==> src/inc/ahs_regs.vh <==
// Register map, field positions and reset values of the home sequencer
`ifndef AHS_REGS_VH
`define AHS_REGS_VH
`define AHS_OFF_CTRL 8'h00
`define AHS_OFF_DRVSPD 8'h04
`define AHS_OFF_HOMESPD 8'h08
`define AHS_OFF_INITSPD 8'h0c
`define AHS_OFF_ACCEL 8'h10
`define AHS_OFF_PCOUNT 8'h14
`define AHS_OFF_STATUS 8'h18
`define AHS_OFF_ERRSTAT 8'h1c
`define AHS_OFF_LPOS 8'h20
`define AHS_OFF_RPOS 8'h24
`define AHS_C_START 0
`define AHS_C_SDIR 1
`define AHS_C_ODIR 2
`define AHS_C_EN_LO 3
`define AHS_C_EN_HI 6
`define AHS_C_ANDHOME 7
`define AHS_C_CLRPOS 8
`define AHS_CFG_W 9
`define AHS_CTRL_RST 9'h078
`define AHS_E_LIMP 2
`define AHS_E_LIMN 3
`define AHS_E_IDX 7
`define AHS_S_BUSY 0
`define AHS_S_ST_LO 4
`define AHS_S_ST_HI 7
`define AHS_ACC_DIV 16'h0009
`define AHS_SPD_RST 16'h0000
`endif

==> src/hw/ahs_home_seq.v <==
// Automatic home search sequencer for one axis, APB register access
// What this block does
// - Runs near-home, home, index, offset steps in order without host help
// - Step one drives ramped at drive speed, decelerates on near-home
// - Near-home already active at step one start skips straight to step two
// - Search limit at start or during step one moves on to step two
// - Step two drives constant home speed, stops at once on home
// - Home active at step two start: reverse till inactive, then restart
// - Search limit in step two: reverse past home, then restart step two
// - Step three drives home speed till index, optionally index and home
// - Index active at step three start sets bit 7 error, ends search
// - Search limit in step three sets limit error bit, ends search
// - Step four outputs exactly the pulse count at drive speed
// - Optionally clears logical and real counters after offset move
// - Drive limit before or during step four stops with limit error
// - Step one can be disabled so the search begins at step two
`timescale 1ns/10ps
`default_nettype none
`include "ahs_regs.vh"
module ahs_home_seq #(
  parameter SW = 16,
  parameter PW = 32
) (
  input wire clk,
  input wire rst_n,
  input wire psel,
  input wire penable,
  input wire pwrite,
  input wire [7:0] paddr,
  input wire [31:0] pwdata,
  output reg [31:0] prdata,
  output reg pready,
  output reg pslverr,
  input wire nearHome,
  input wire homeIn,
  input wire encIndex,
  input wire limitPlus,
  input wire limitMinus,
  input wire encStep,
  input wire encDir,
  output reg pulseOut,
  output reg dirOut,
  output reg busy
);
  localparam [3:0] ST_IDLE = 4'h0;
  localparam [3:0] ST_NEAR = 4'h1;
  localparam [3:0] ST_NDEC = 4'h2;
  localparam [3:0] ST_HOME = 4'h3;
  localparam [3:0] ST_LREV = 4'h4;
  localparam [3:0] ST_HREV = 4'h5;
  localparam [3:0] ST_INDEX = 4'h6;
  localparam [3:0] ST_OFFS = 4'h7;

  reg [`AHS_CFG_W-1:0] cfg_q;
  reg [SW-1:0] drvSpd_q;
  reg [SW-1:0] homeSpd_q;
  reg [SW-1:0] initSpd_q;
  reg [SW-1:0] accel_q;
  reg [PW-1:0] pcount_q;
  reg [PW-1:0] remain_q;
  reg [PW-1:0] lpos_q;
  reg [PW-1:0] rpos_q;
  reg [7:0] err_q;
  reg [3:0] state_q;
  reg [3:0] prev_q;
  reg [3:0] state_d;
  reg encStepOld_q;
  reg errP;
  reg errN;
  reg errI;
  reg clrCnt;
  reg [31:0] rdMux;
  reg hit;
  wire [6:0] syncOut;
  wire sNear = syncOut[0];
  wire sHome = syncOut[1];
  wire sIdx = syncOut[2];
  wire sLimP = syncOut[3];
  wire sLimN = syncOut[4];
  wire sEncStep = syncOut[5];
  wire sEncDir = syncOut[6];

  ahs_sync #(.W(7)) u_sync (
    .clk(clk),
    .rst_n(rst_n),
    .din({encDir, encStep, limitMinus, limitPlus, encIndex, homeIn,
          nearHome}),
    .dout(syncOut)
  );

  // APB access decode
  wire access = psel & penable & pready;
  wire wr = access & pwrite;
  wire [3:0] en = cfg_q[`AHS_C_EN_HI:`AHS_C_EN_LO];
  wire startReq = wr & (paddr == `AHS_OFF_CTRL) & pwdata[`AHS_C_START];
  wire errClr = wr & (paddr == `AHS_OFF_ERRSTAT);

  // Motion context
  wire moving = (state_q != ST_IDLE);
  wire entry = (state_q != prev_q) & (state_q != ST_NDEC);
  wire revDir = (state_q == ST_LREV) | (state_q == ST_HREV);
  wire dirNow = revDir ? ~cfg_q[`AHS_C_SDIR] :
                (state_q == ST_OFFS) ? cfg_q[`AHS_C_ODIR] :
                cfg_q[`AHS_C_SDIR];
  wire limAct = dirNow ? sLimN : sLimP;
  wire rampOn = (state_q == ST_NEAR) | (state_q == ST_NDEC) |
                (state_q == ST_OFFS);
  wire stopNow = (state_d != state_q) & (state_d != ST_NDEC);
  wire genRun = moving & ~entry & ~stopNow;
  wire genPulse;
  wire genStopped;
  wire idxHit = cfg_q[`AHS_C_ANDHOME] ? (sIdx & sHome) : sIdx;

  // Next enabled step after each point of the sequence
  // Start uses the enables of the very write that starts the search
  wire [3:0] enNew = pwdata[`AHS_C_EN_HI:`AHS_C_EN_LO];
  wire [3:0] fromStart = enNew[0] ? ST_NEAR : enNew[1] ? ST_HOME :
                         enNew[2] ? ST_INDEX : enNew[3] ? ST_OFFS : ST_IDLE;
  wire [3:0] fromNear = en[1] ? ST_HOME : en[2] ? ST_INDEX :
                        en[3] ? ST_OFFS : ST_IDLE;
  wire [3:0] fromHome = en[2] ? ST_INDEX : en[3] ? ST_OFFS : ST_IDLE;
  wire [3:0] fromIndex = en[3] ? ST_OFFS : ST_IDLE;

  ahs_pulse_gen #(.SW(SW)) u_gen (
    .clk(clk),
    .rst_n(rst_n),
    .run(genRun),
    .accelOn(rampOn),
    .stopDecel(state_q == ST_NDEC),
    .target(rampOn ? drvSpd_q : homeSpd_q),
    .initSpd(initSpd_q),
    .accel(accel_q),
    .pulse(genPulse),
    .stopped(genStopped)
  );

  // Sequencer next state
  always @* begin
    state_d = state_q;
    errP = 1'b0;
    errN = 1'b0;
    errI = 1'b0;
    clrCnt = 1'b0;
    case (state_q)
      ST_IDLE: begin
        if (startReq)
          state_d = fromStart;
      end
      ST_NEAR: begin
        if (entry && (sNear || limAct))
          state_d = fromNear;
        else if (limAct)
          state_d = fromNear;
        else if (sNear)
          state_d = ST_NDEC;
      end
      ST_NDEC: begin
        if (limAct || genStopped)
          state_d = fromNear;
      end
      ST_HOME: begin
        if (entry && sHome)
          state_d = ST_HREV;
        else if (sHome)
          state_d = fromHome;
        else if (limAct)
          state_d = ST_LREV;
      end
      ST_LREV: begin
        if (sHome)
          state_d = ST_HREV;
      end
      ST_HREV: begin
        if (!sHome)
          state_d = ST_HOME;
      end
      ST_INDEX: begin
        if (entry && sIdx) begin
          errI = 1'b1;
          state_d = ST_IDLE;
        end else if (limAct) begin
          errP = ~dirNow;
          errN = dirNow;
          state_d = ST_IDLE;
        end else if (idxHit && !entry) begin
          state_d = fromIndex;
        end
      end
      ST_OFFS: begin
        if (limAct) begin
          errP = ~dirNow;
          errN = dirNow;
          state_d = ST_IDLE;
        end else if (!entry && remain_q == {PW{1'b0}}) begin
          clrCnt = cfg_q[`AHS_C_CLRPOS];
          state_d = ST_IDLE;
        end
      end
      default: state_d = ST_IDLE;
    endcase
  end

  // Register read mux
  always @* begin
    rdMux = 32'h0000_0000;
    hit = 1'b1;
    case (paddr)
      `AHS_OFF_CTRL: rdMux[`AHS_CFG_W-1:0] = cfg_q &
                     ~(`AHS_CFG_W'h001 << `AHS_C_START);
      `AHS_OFF_DRVSPD: rdMux[SW-1:0] = drvSpd_q;
      `AHS_OFF_HOMESPD: rdMux[SW-1:0] = homeSpd_q;
      `AHS_OFF_INITSPD: rdMux[SW-1:0] = initSpd_q;
      `AHS_OFF_ACCEL: rdMux[SW-1:0] = accel_q;
      `AHS_OFF_PCOUNT: rdMux[PW-1:0] = pcount_q;
      `AHS_OFF_STATUS: begin
        rdMux[`AHS_S_BUSY] = busy;
        rdMux[`AHS_S_ST_HI:`AHS_S_ST_LO] = state_q;
      end
      `AHS_OFF_ERRSTAT: rdMux[7:0] = err_q;
      `AHS_OFF_LPOS: rdMux[PW-1:0] = lpos_q;
      `AHS_OFF_RPOS: rdMux[PW-1:0] = rpos_q;
      default: hit = 1'b0;
    endcase
  end

  // APB slave: one wait state, read data captured on the same edge that raises pready
  always @(posedge clk) begin
    if (!rst_n) begin
      pready <= 1'b0;
      prdata <= 32'h0000_0000;
      pslverr <= 1'b0;
    end else begin
      pready <= psel & penable & ~pready;
      if (psel && penable && !pready) begin
        prdata <= pwrite ? 32'h0000_0000 : rdMux;
        pslverr <= ~hit;
      end else begin
        pslverr <= 1'b0;
      end
    end
  end

  // Software registers; config frozen while a search runs
  always @(posedge clk) begin
    if (!rst_n) begin
      cfg_q <= `AHS_CTRL_RST;
      drvSpd_q <= `AHS_SPD_RST;
      homeSpd_q <= `AHS_SPD_RST;
      initSpd_q <= `AHS_SPD_RST;
      accel_q <= `AHS_SPD_RST;
      pcount_q <= {PW{1'b0}};
    end else if (wr && !busy) begin
      case (paddr)
        `AHS_OFF_CTRL: cfg_q <= pwdata[`AHS_CFG_W-1:0];
        `AHS_OFF_DRVSPD: drvSpd_q <= pwdata[SW-1:0];
        `AHS_OFF_HOMESPD: homeSpd_q <= pwdata[SW-1:0];
        `AHS_OFF_INITSPD: initSpd_q <= pwdata[SW-1:0];
        `AHS_OFF_ACCEL: accel_q <= pwdata[SW-1:0];
        `AHS_OFF_PCOUNT: pcount_q <= pwdata[PW-1:0];
        default: ;
      endcase
    end
  end

  // Axis error status: write one to clear, hardware set wins
  always @(posedge clk) begin
    if (!rst_n) begin
      err_q <= 8'h00;
    end else begin
      err_q <= (err_q & ~(errClr ? pwdata[7:0] : 8'h00)) |
               ({7'h00, errI} << `AHS_E_IDX) |
               ({7'h00, errP} << `AHS_E_LIMP) |
               ({7'h00, errN} << `AHS_E_LIMN);
    end
  end

  // Sequencer state, offset counter, outputs
  always @(posedge clk) begin
    if (!rst_n) begin
      state_q <= ST_IDLE;
      prev_q <= ST_IDLE;
      remain_q <= {PW{1'b0}};
      busy <= 1'b0;
      pulseOut <= 1'b0;
      dirOut <= 1'b0;
    end else begin
      state_q <= state_d;
      prev_q <= state_q;
      busy <= (state_d != ST_IDLE);
      pulseOut <= genPulse;
      dirOut <= dirNow;
      if (state_q != ST_OFFS)
        remain_q <= pcount_q;
      else if (genPulse)
        remain_q <= remain_q - 1'b1;
    end
  end

  // Logical and real position counters
  always @(posedge clk) begin
    if (!rst_n) begin
      lpos_q <= {PW{1'b0}};
      rpos_q <= {PW{1'b0}};
      encStepOld_q <= 1'b0;
    end else begin
      encStepOld_q <= sEncStep;
      if (clrCnt) begin
        lpos_q <= {PW{1'b0}};
        rpos_q <= {PW{1'b0}};
      end else begin
        if (genPulse)
          lpos_q <= dirNow ? lpos_q - 1'b1 : lpos_q + 1'b1;
        if (sEncStep && !encStepOld_q)
          rpos_q <= sEncDir ? rpos_q - 1'b1 : rpos_q + 1'b1;
      end
    end
  end
endmodule // ahs_home_seq
`default_nettype wire

==> src/hw/ahs_sync.v <==
// Three-stage input synchroniser with second/third stage agreement
`timescale 1ns/10ps
`default_nettype none
module ahs_sync #(
  parameter W = 7
) (
  input wire clk,
  input wire rst_n,
  input wire [W-1:0] din,
  output reg [W-1:0] dout
);
  reg [W-1:0] s1_q;
  reg [W-1:0] s2_q;
  reg [W-1:0] s3_q;
  always @(posedge clk) begin
    if (!rst_n) begin
      s1_q <= {W{1'b0}};
      s2_q <= {W{1'b0}};
      s3_q <= {W{1'b0}};
      dout <= {W{1'b0}};
    end else begin
      s1_q <= din;
      s2_q <= s1_q;
      s3_q <= s2_q;
      dout <= (s2_q & s3_q) | (dout & (s2_q | s3_q));
    end
  end
endmodule // ahs_sync
`default_nettype wire

==> src/hw/ahs_pulse_gen.v <==
// Rate generator with linear ramp and decelerating stop
`timescale 1ns/10ps
`default_nettype none
`include "ahs_regs.vh"
module ahs_pulse_gen #(
  parameter SW = 16,
  parameter DIVW = 16,
  parameter [DIVW-1:0] DIV = `AHS_ACC_DIV
) (
  input wire clk,
  input wire rst_n,
  input wire run,
  input wire accelOn,
  input wire stopDecel,
  input wire [SW-1:0] target,
  input wire [SW-1:0] initSpd,
  input wire [SW-1:0] accel,
  output wire pulse,
  output wire stopped
);
  reg [SW-1:0] rate_q;
  reg [SW-1:0] acc_q;
  reg [DIVW-1:0] div_q;
  wire tick = (div_q == {DIVW{1'b0}});
  wire [SW:0] accSum = {1'b0, acc_q} + {1'b0, rate_q};
  wire [SW:0] decLim = {1'b0, initSpd} + {1'b0, accel};
  wire [SW:0] upSum = {1'b0, rate_q} + {1'b0, accel};
  wire useRamp = accelOn & (initSpd < target);
  assign pulse = run & accSum[SW];
  assign stopped = stopDecel & (rate_q == {SW{1'b0}});
  always @(posedge clk) begin
    if (!rst_n || !run) begin
      rate_q <= {SW{1'b0}};
      acc_q <= {SW{1'b0}};
      div_q <= DIV;
    end else begin
      div_q <= tick ? DIV : div_q - 1'b1;
      acc_q <= accSum[SW-1:0];
      if (rate_q == {SW{1'b0}}) begin
        if (!stopDecel)
          rate_q <= useRamp ? initSpd : target;
      end else if (stopDecel) begin
        if (!accelOn)
          rate_q <= {SW{1'b0}};
        else if (tick)
          rate_q <= ({1'b0, rate_q} > decLim) ? rate_q - accel : {SW{1'b0}};
      end else if (tick && accelOn && rate_q < target) begin
        rate_q <= (upSum > {1'b0, target}) ? target : upSum[SW-1:0];
      end
    end
  end
endmodule // ahs_pulse_gen
`default_nettype wire

==> config.mk <==
export PLATFORM = sky130hd
export DESIGN_NAME = ahs_home_seq
export DESIGN_NICKNAME = d
export VERILOG_FILES = /design/src/hw/ahs_home_seq.v /design/src/hw/ahs_sync.v /design/src/hw/ahs_pulse_gen.v
export VERILOG_INCLUDE_DIRS = /design/src /design/src/inc
export SDC_FILE = /design/constraint.sdc
export NUM_CORES = 1
export LEC_CHECK = 0
export BUFFER_PORTS_ARGS = -buffer_cell sky130_fd_sc_hd__buf_2
export CAP_MARGIN = 20
export CELL_PAD_IN_SITES_DETAIL_PLACEMENT = 0
export CELL_PAD_IN_SITES_GLOBAL_PLACEMENT = 1
export CORE_MARGIN = 5
export CORE_UTILIZATION = 40
export CTS_BUF_LIST = sky130_fd_sc_hd__clkbuf_4 sky130_fd_sc_hd__clkbuf_8
export DETAILED_ROUTE_END_ITERATION = 12
export GPL_TIMING_DRIVEN = 0
export PLACE_DENSITY_LB_ADDON = 0.1
export SYNTH_ARGS = -nofsm -noshare
export SYNTH_HDL_FRONTEND = slang
export SYNTH_HIERARCHICAL = 1
export SYNTH_SLANG_ARGS = --single-unit
==> constraint.sdc <==
create_clock -name clk -period 12.7 [get_ports clk]
set_clock_uncertainty 0.05 [all_clocks]
set_input_delay 1.27 -clock clk [delete_from_list [all_inputs] [get_ports clk]]
set_output_delay 1.27 -clock clk [all_outputs]
set_load 0.005 [all_outputs]
==> impl_metrics.yaml <==
status:
  status: "complete, no violations"
die:
  floorplan.io_pins: 89
  core_area_um2: 52300
  dieWidth_um: 240
  chip_height_um: 240
  die_area_um2: 57400
  placement_rows: 84
  initial_utilization: 0.403
global_routing:
  grt_start_max_net_pins: 31
  use_met1: 0.357
  first_global_vias: 19396
  gr-max-usage-layer: "met2"
  globalRouteOverflowTotal: 0
  globalRouteMet2Util: 0.415
  wire_length_of_the_first_global_routing_pass_mm: 115
  grt_use_met3: 0.0349
  grt_antenna_before_repair: 2
  global_route.usage.total: 0.255
logic_synthesis:
  synthFlopType: "dfxtp_1"
  ys_async_sr_fraction: 0
  synth-edff-count: 0
  ys_top_cells_by_area: "dfxtp_1 (31%), ha_1 (11%), nand2_1 (6.6%), a21oi_1 (6.5%), nor2_1 (4.9%)"
  synth_nets: 2884
  netlist_top_cells_count: "nand2_1 (368), dfxtp_1 (330), a21oi_1 (275)"
  synth.top_cell.area_share: 0.313
  ys_seq_elements: 330
  yosys_warnings: 6
  yosysMostFrequentCell: "nand2_1"
  synth.cell_area_um2: 21100
  synth.avg_cell_area_um2: 7.99
  syn-instance-count: 2638
  synth_area_leader_cell: "dfxtp_1"
  synth_cell_types: 96
  seq_area_frac_synth: 0.313
timing:
  fmax_mhz: 133
  grt_setup_unrepaired: "false"
  setup_tns_ns: 0
  report.final.hold_viol_count: 0
  post-route-min-period_ns: 7.50
  worstMarginPinSlew_ns: 1.16
  post-route-period-util: 0.590
  slew-limit-headroom: 0.224
  finalMaxSlewViolations: 0
  setup_viol: 0
flow_run:
  maxcap_violations: 0
worst_setup_path:
  critPathMaxStageDelay_ns: 0.78
  critPathSlowestCell: "mux2i_1"
  cp.buffers_inverters: 2
  critPathRequiredTime_ns: 13.24
  timing_worst_setup_path_type: "flop to flop"
  crit_fanout: 5
  critPathTopFamily: "simple AND/OR/NAND/NOR gates"
  path_common_cell: "a21oi_1"
  crit_path_cell_trace: "or4_1, nor4_1, nand4_1, o21ai_1, a21oi_1, a21oi_1, and2_1, o2111a_1, a21oi_1, mux2i_1, o21ai_0, nor2_1, inv_2, nor4_2, nand2_1, or3_1, or3_1, buf_2, nor2_4, nand2_1, nor3_2, xnor2_1, a211oi_1"
  critical_path.startpoint_type: "flop"
  cp.arrival_ns: 8.04
  endpoint_kind: "flop"
routing:
  routed_wire_length_per_instance_um: 21.5
  vias_per_cell: 5.78
  drc: 0
  drt_pre_antenna_iters: 6
  detail_route.wirelength_mm: 75.7
  detailroute.via_count: 20406
  drt.antenna.violating_nets: 0
  initial_drt_markers: 1692
clock_network:
  tritoncts.num_buffers: 60
  clock_tree.buffer_depth: 3
  cts.clk_slew.worst_paths_ns: 0.07
  cts.repair_timing.setup_buffer_count: 0
  root_buffer: "clkbuf_8"
  cts.sink_count: 330
  insertion_delay_ns: 0.71
  postCtsHoldBufs: 0
  htree_num_levels: 2
  cts_resized: 0
  tritoncts: "done"
placed_design:
  port_buffers: 84
  dpl.hpwl_mm: 59.7
  globalplace.congestion: 0.907
finish:
  flow.area_growth_from_synthesis_pct: 13.3
  nets: 3036
  final_util: 0.456
  final_layout_size_suffix_gt1_frac: 0.0951
power:
  leakage_nw: 9.39
  power_density_nw_per_um2: 191
  ir_worst_vdd_mv: 0.257
worst_hold_path:
  holdCritPathClass: "flop to flop"
## worst paths after layout
kind | startpoint | endpoint | slack (ns) | cells past startpoint
max | remain_q[20]$_SDFFE_PN0P_ | remain_q[29]$_SDFFE_PN0P_ | 5.20 | 23
min | u_gen/div_q[0]$_SDFF_PP1_ | u_gen/div_q[0]$_SDFF_PP1_ | 0.37 | 1
max reg2reg | remain_q[20]$_SDFFE_PN0P_ | remain_q[29]$_SDFFE_PN0P_ | 5.20 | 23
min reg2reg | u_gen/div_q[0]$_SDFF_PP1_ | u_gen/div_q[0]$_SDFF_PP1_ | 0.37 | 1
## flip-flops by register name, indices dropped and copies added (netlist names), 32 cells and up
signal and cells:
lpos_q 32, pcount_q 32, prdata 32, remain_q 32, rpos_q 32
## metrics by stage
| stage | hold slack (ns) | instances | worst slack (ns) | cell area [µm²] | total power, mW |
|---|---|---|---|---|---|
| after floorplan | 0.344 | 2638 | 7.06 | 21100 | 2.72 |
| after global routing | 0.399 | 3530 | 4.60 | 23900 | 4.82 |
| after global placement | 0.359 | 3410 | 4.23 | 22400 | 3.34 |
| final | 0.371 | 3530 | 5.20 | 23900 | 4.57 |
| after CTS | 0.374 | 3527 | 5.17 | 23900 | 4.56 |
| after detailed placement | 0.361 | 3415 | 4.73 | 22400 | 3.36 |
## cell usage in the layout (no fill, tap or decap), drive strengths merged, types with 8 or more instances in the layout
cell / count
nand2: 368
dfxtp: 330
a21oi: 275
nor2: 275
clkbuf: 196
ha: 188
buf: 110
o21ai: 103
xnor2: 90
inv: 90
nand3: 57
a211oi: 56
xor2: 49
nor3: 49
a21o: 44
a22oi: 40
mux2i: 33
a222oi: 33
and2: 32
nor4: 27
nor2b: 26
nand2b: 25
mux2: 25
or3: 19
a31oi: 18
and3: 18
o21a: 17
nand4: 16
o211ai: 14
o21bai: 14
a221oi: 14
clkinv: 13
a21boi: 12
a2111oi: 11
nand3b: 10
o221ai: 10
a31o: 10
a211o: 9
o31ai: 8
## kinds of logic after synthesis
logic type | share of synthesized area
buffers and inverters | 0.0407
other | 0.000178
DFF | 0.313
adders and majority gates | 0.118
and+or+nand+nor | 0.203
muxes | 0.0290
xor gates and xnor gates | 0.0578
AOI/OAI and AO/OA | 0.238
## worst register-to-register path, stage by stage (launching register included)
cell	delay, ns
dfxtp_1	0.36
or4_1	0.54
nor4_1	0.66
nand4_1	0.46
o21ai_1	0.34
a21oi_1	0.14
a21oi_1	0.19
and2_1	0.21
o2111a_1	0.21
a21oi_1	0.07
mux2i_1	0.78
o21ai_0	0.21
nor2_1	0.71
inv_2	0.21
nor4_2	0.41
nand2_1	0.21
or3_1	0.41
or3_1	0.32
buf_2	0.18
nor2_4	0.15
nand2_1	0.11
nor3_2	0.17
xnor2_1	0.08
a211oi_1	0.23
## layout make-up
cell class | count | area (µm²)
Inverter | 91 | 342
Multi-Input combinational cell | 2095 | 13600
Clock inverter | 18 | 231
Sequential cell | 330 | 6610
Tap cell | 688 | 861
Fill cell | 5371 | 28500
Timing Repair Buffer | 90 | 488
Clock buffer | 94 | 1210
Buffer | 122 | 517
Antenna cell | 2 | 5.00
## report_power, final
group          switching, mW  leakage [nW]  total, mW  internal [mW]
registers             0.0629          2.66       1.12           1.06
logic                   1.45          5.97       2.26          0.813
clock network          0.494         0.754       1.18          0.690
## metal layers
| metal | vias up | part of all wire | wire length [µm] |
|---|---|---|---|
| li1 | 9898 | - | - |
| met1 | 9717 | 0.46 | 35200 |
| met2 | 680 | 0.45 | 34200 |
| met3 | 111 | 0.058 | 4370 |
| met4 | 0 | 0.026 | 1980 |
| met5 | - | 0 | 0 |
No activity file was read; power rests on OpenSTA's default activity.
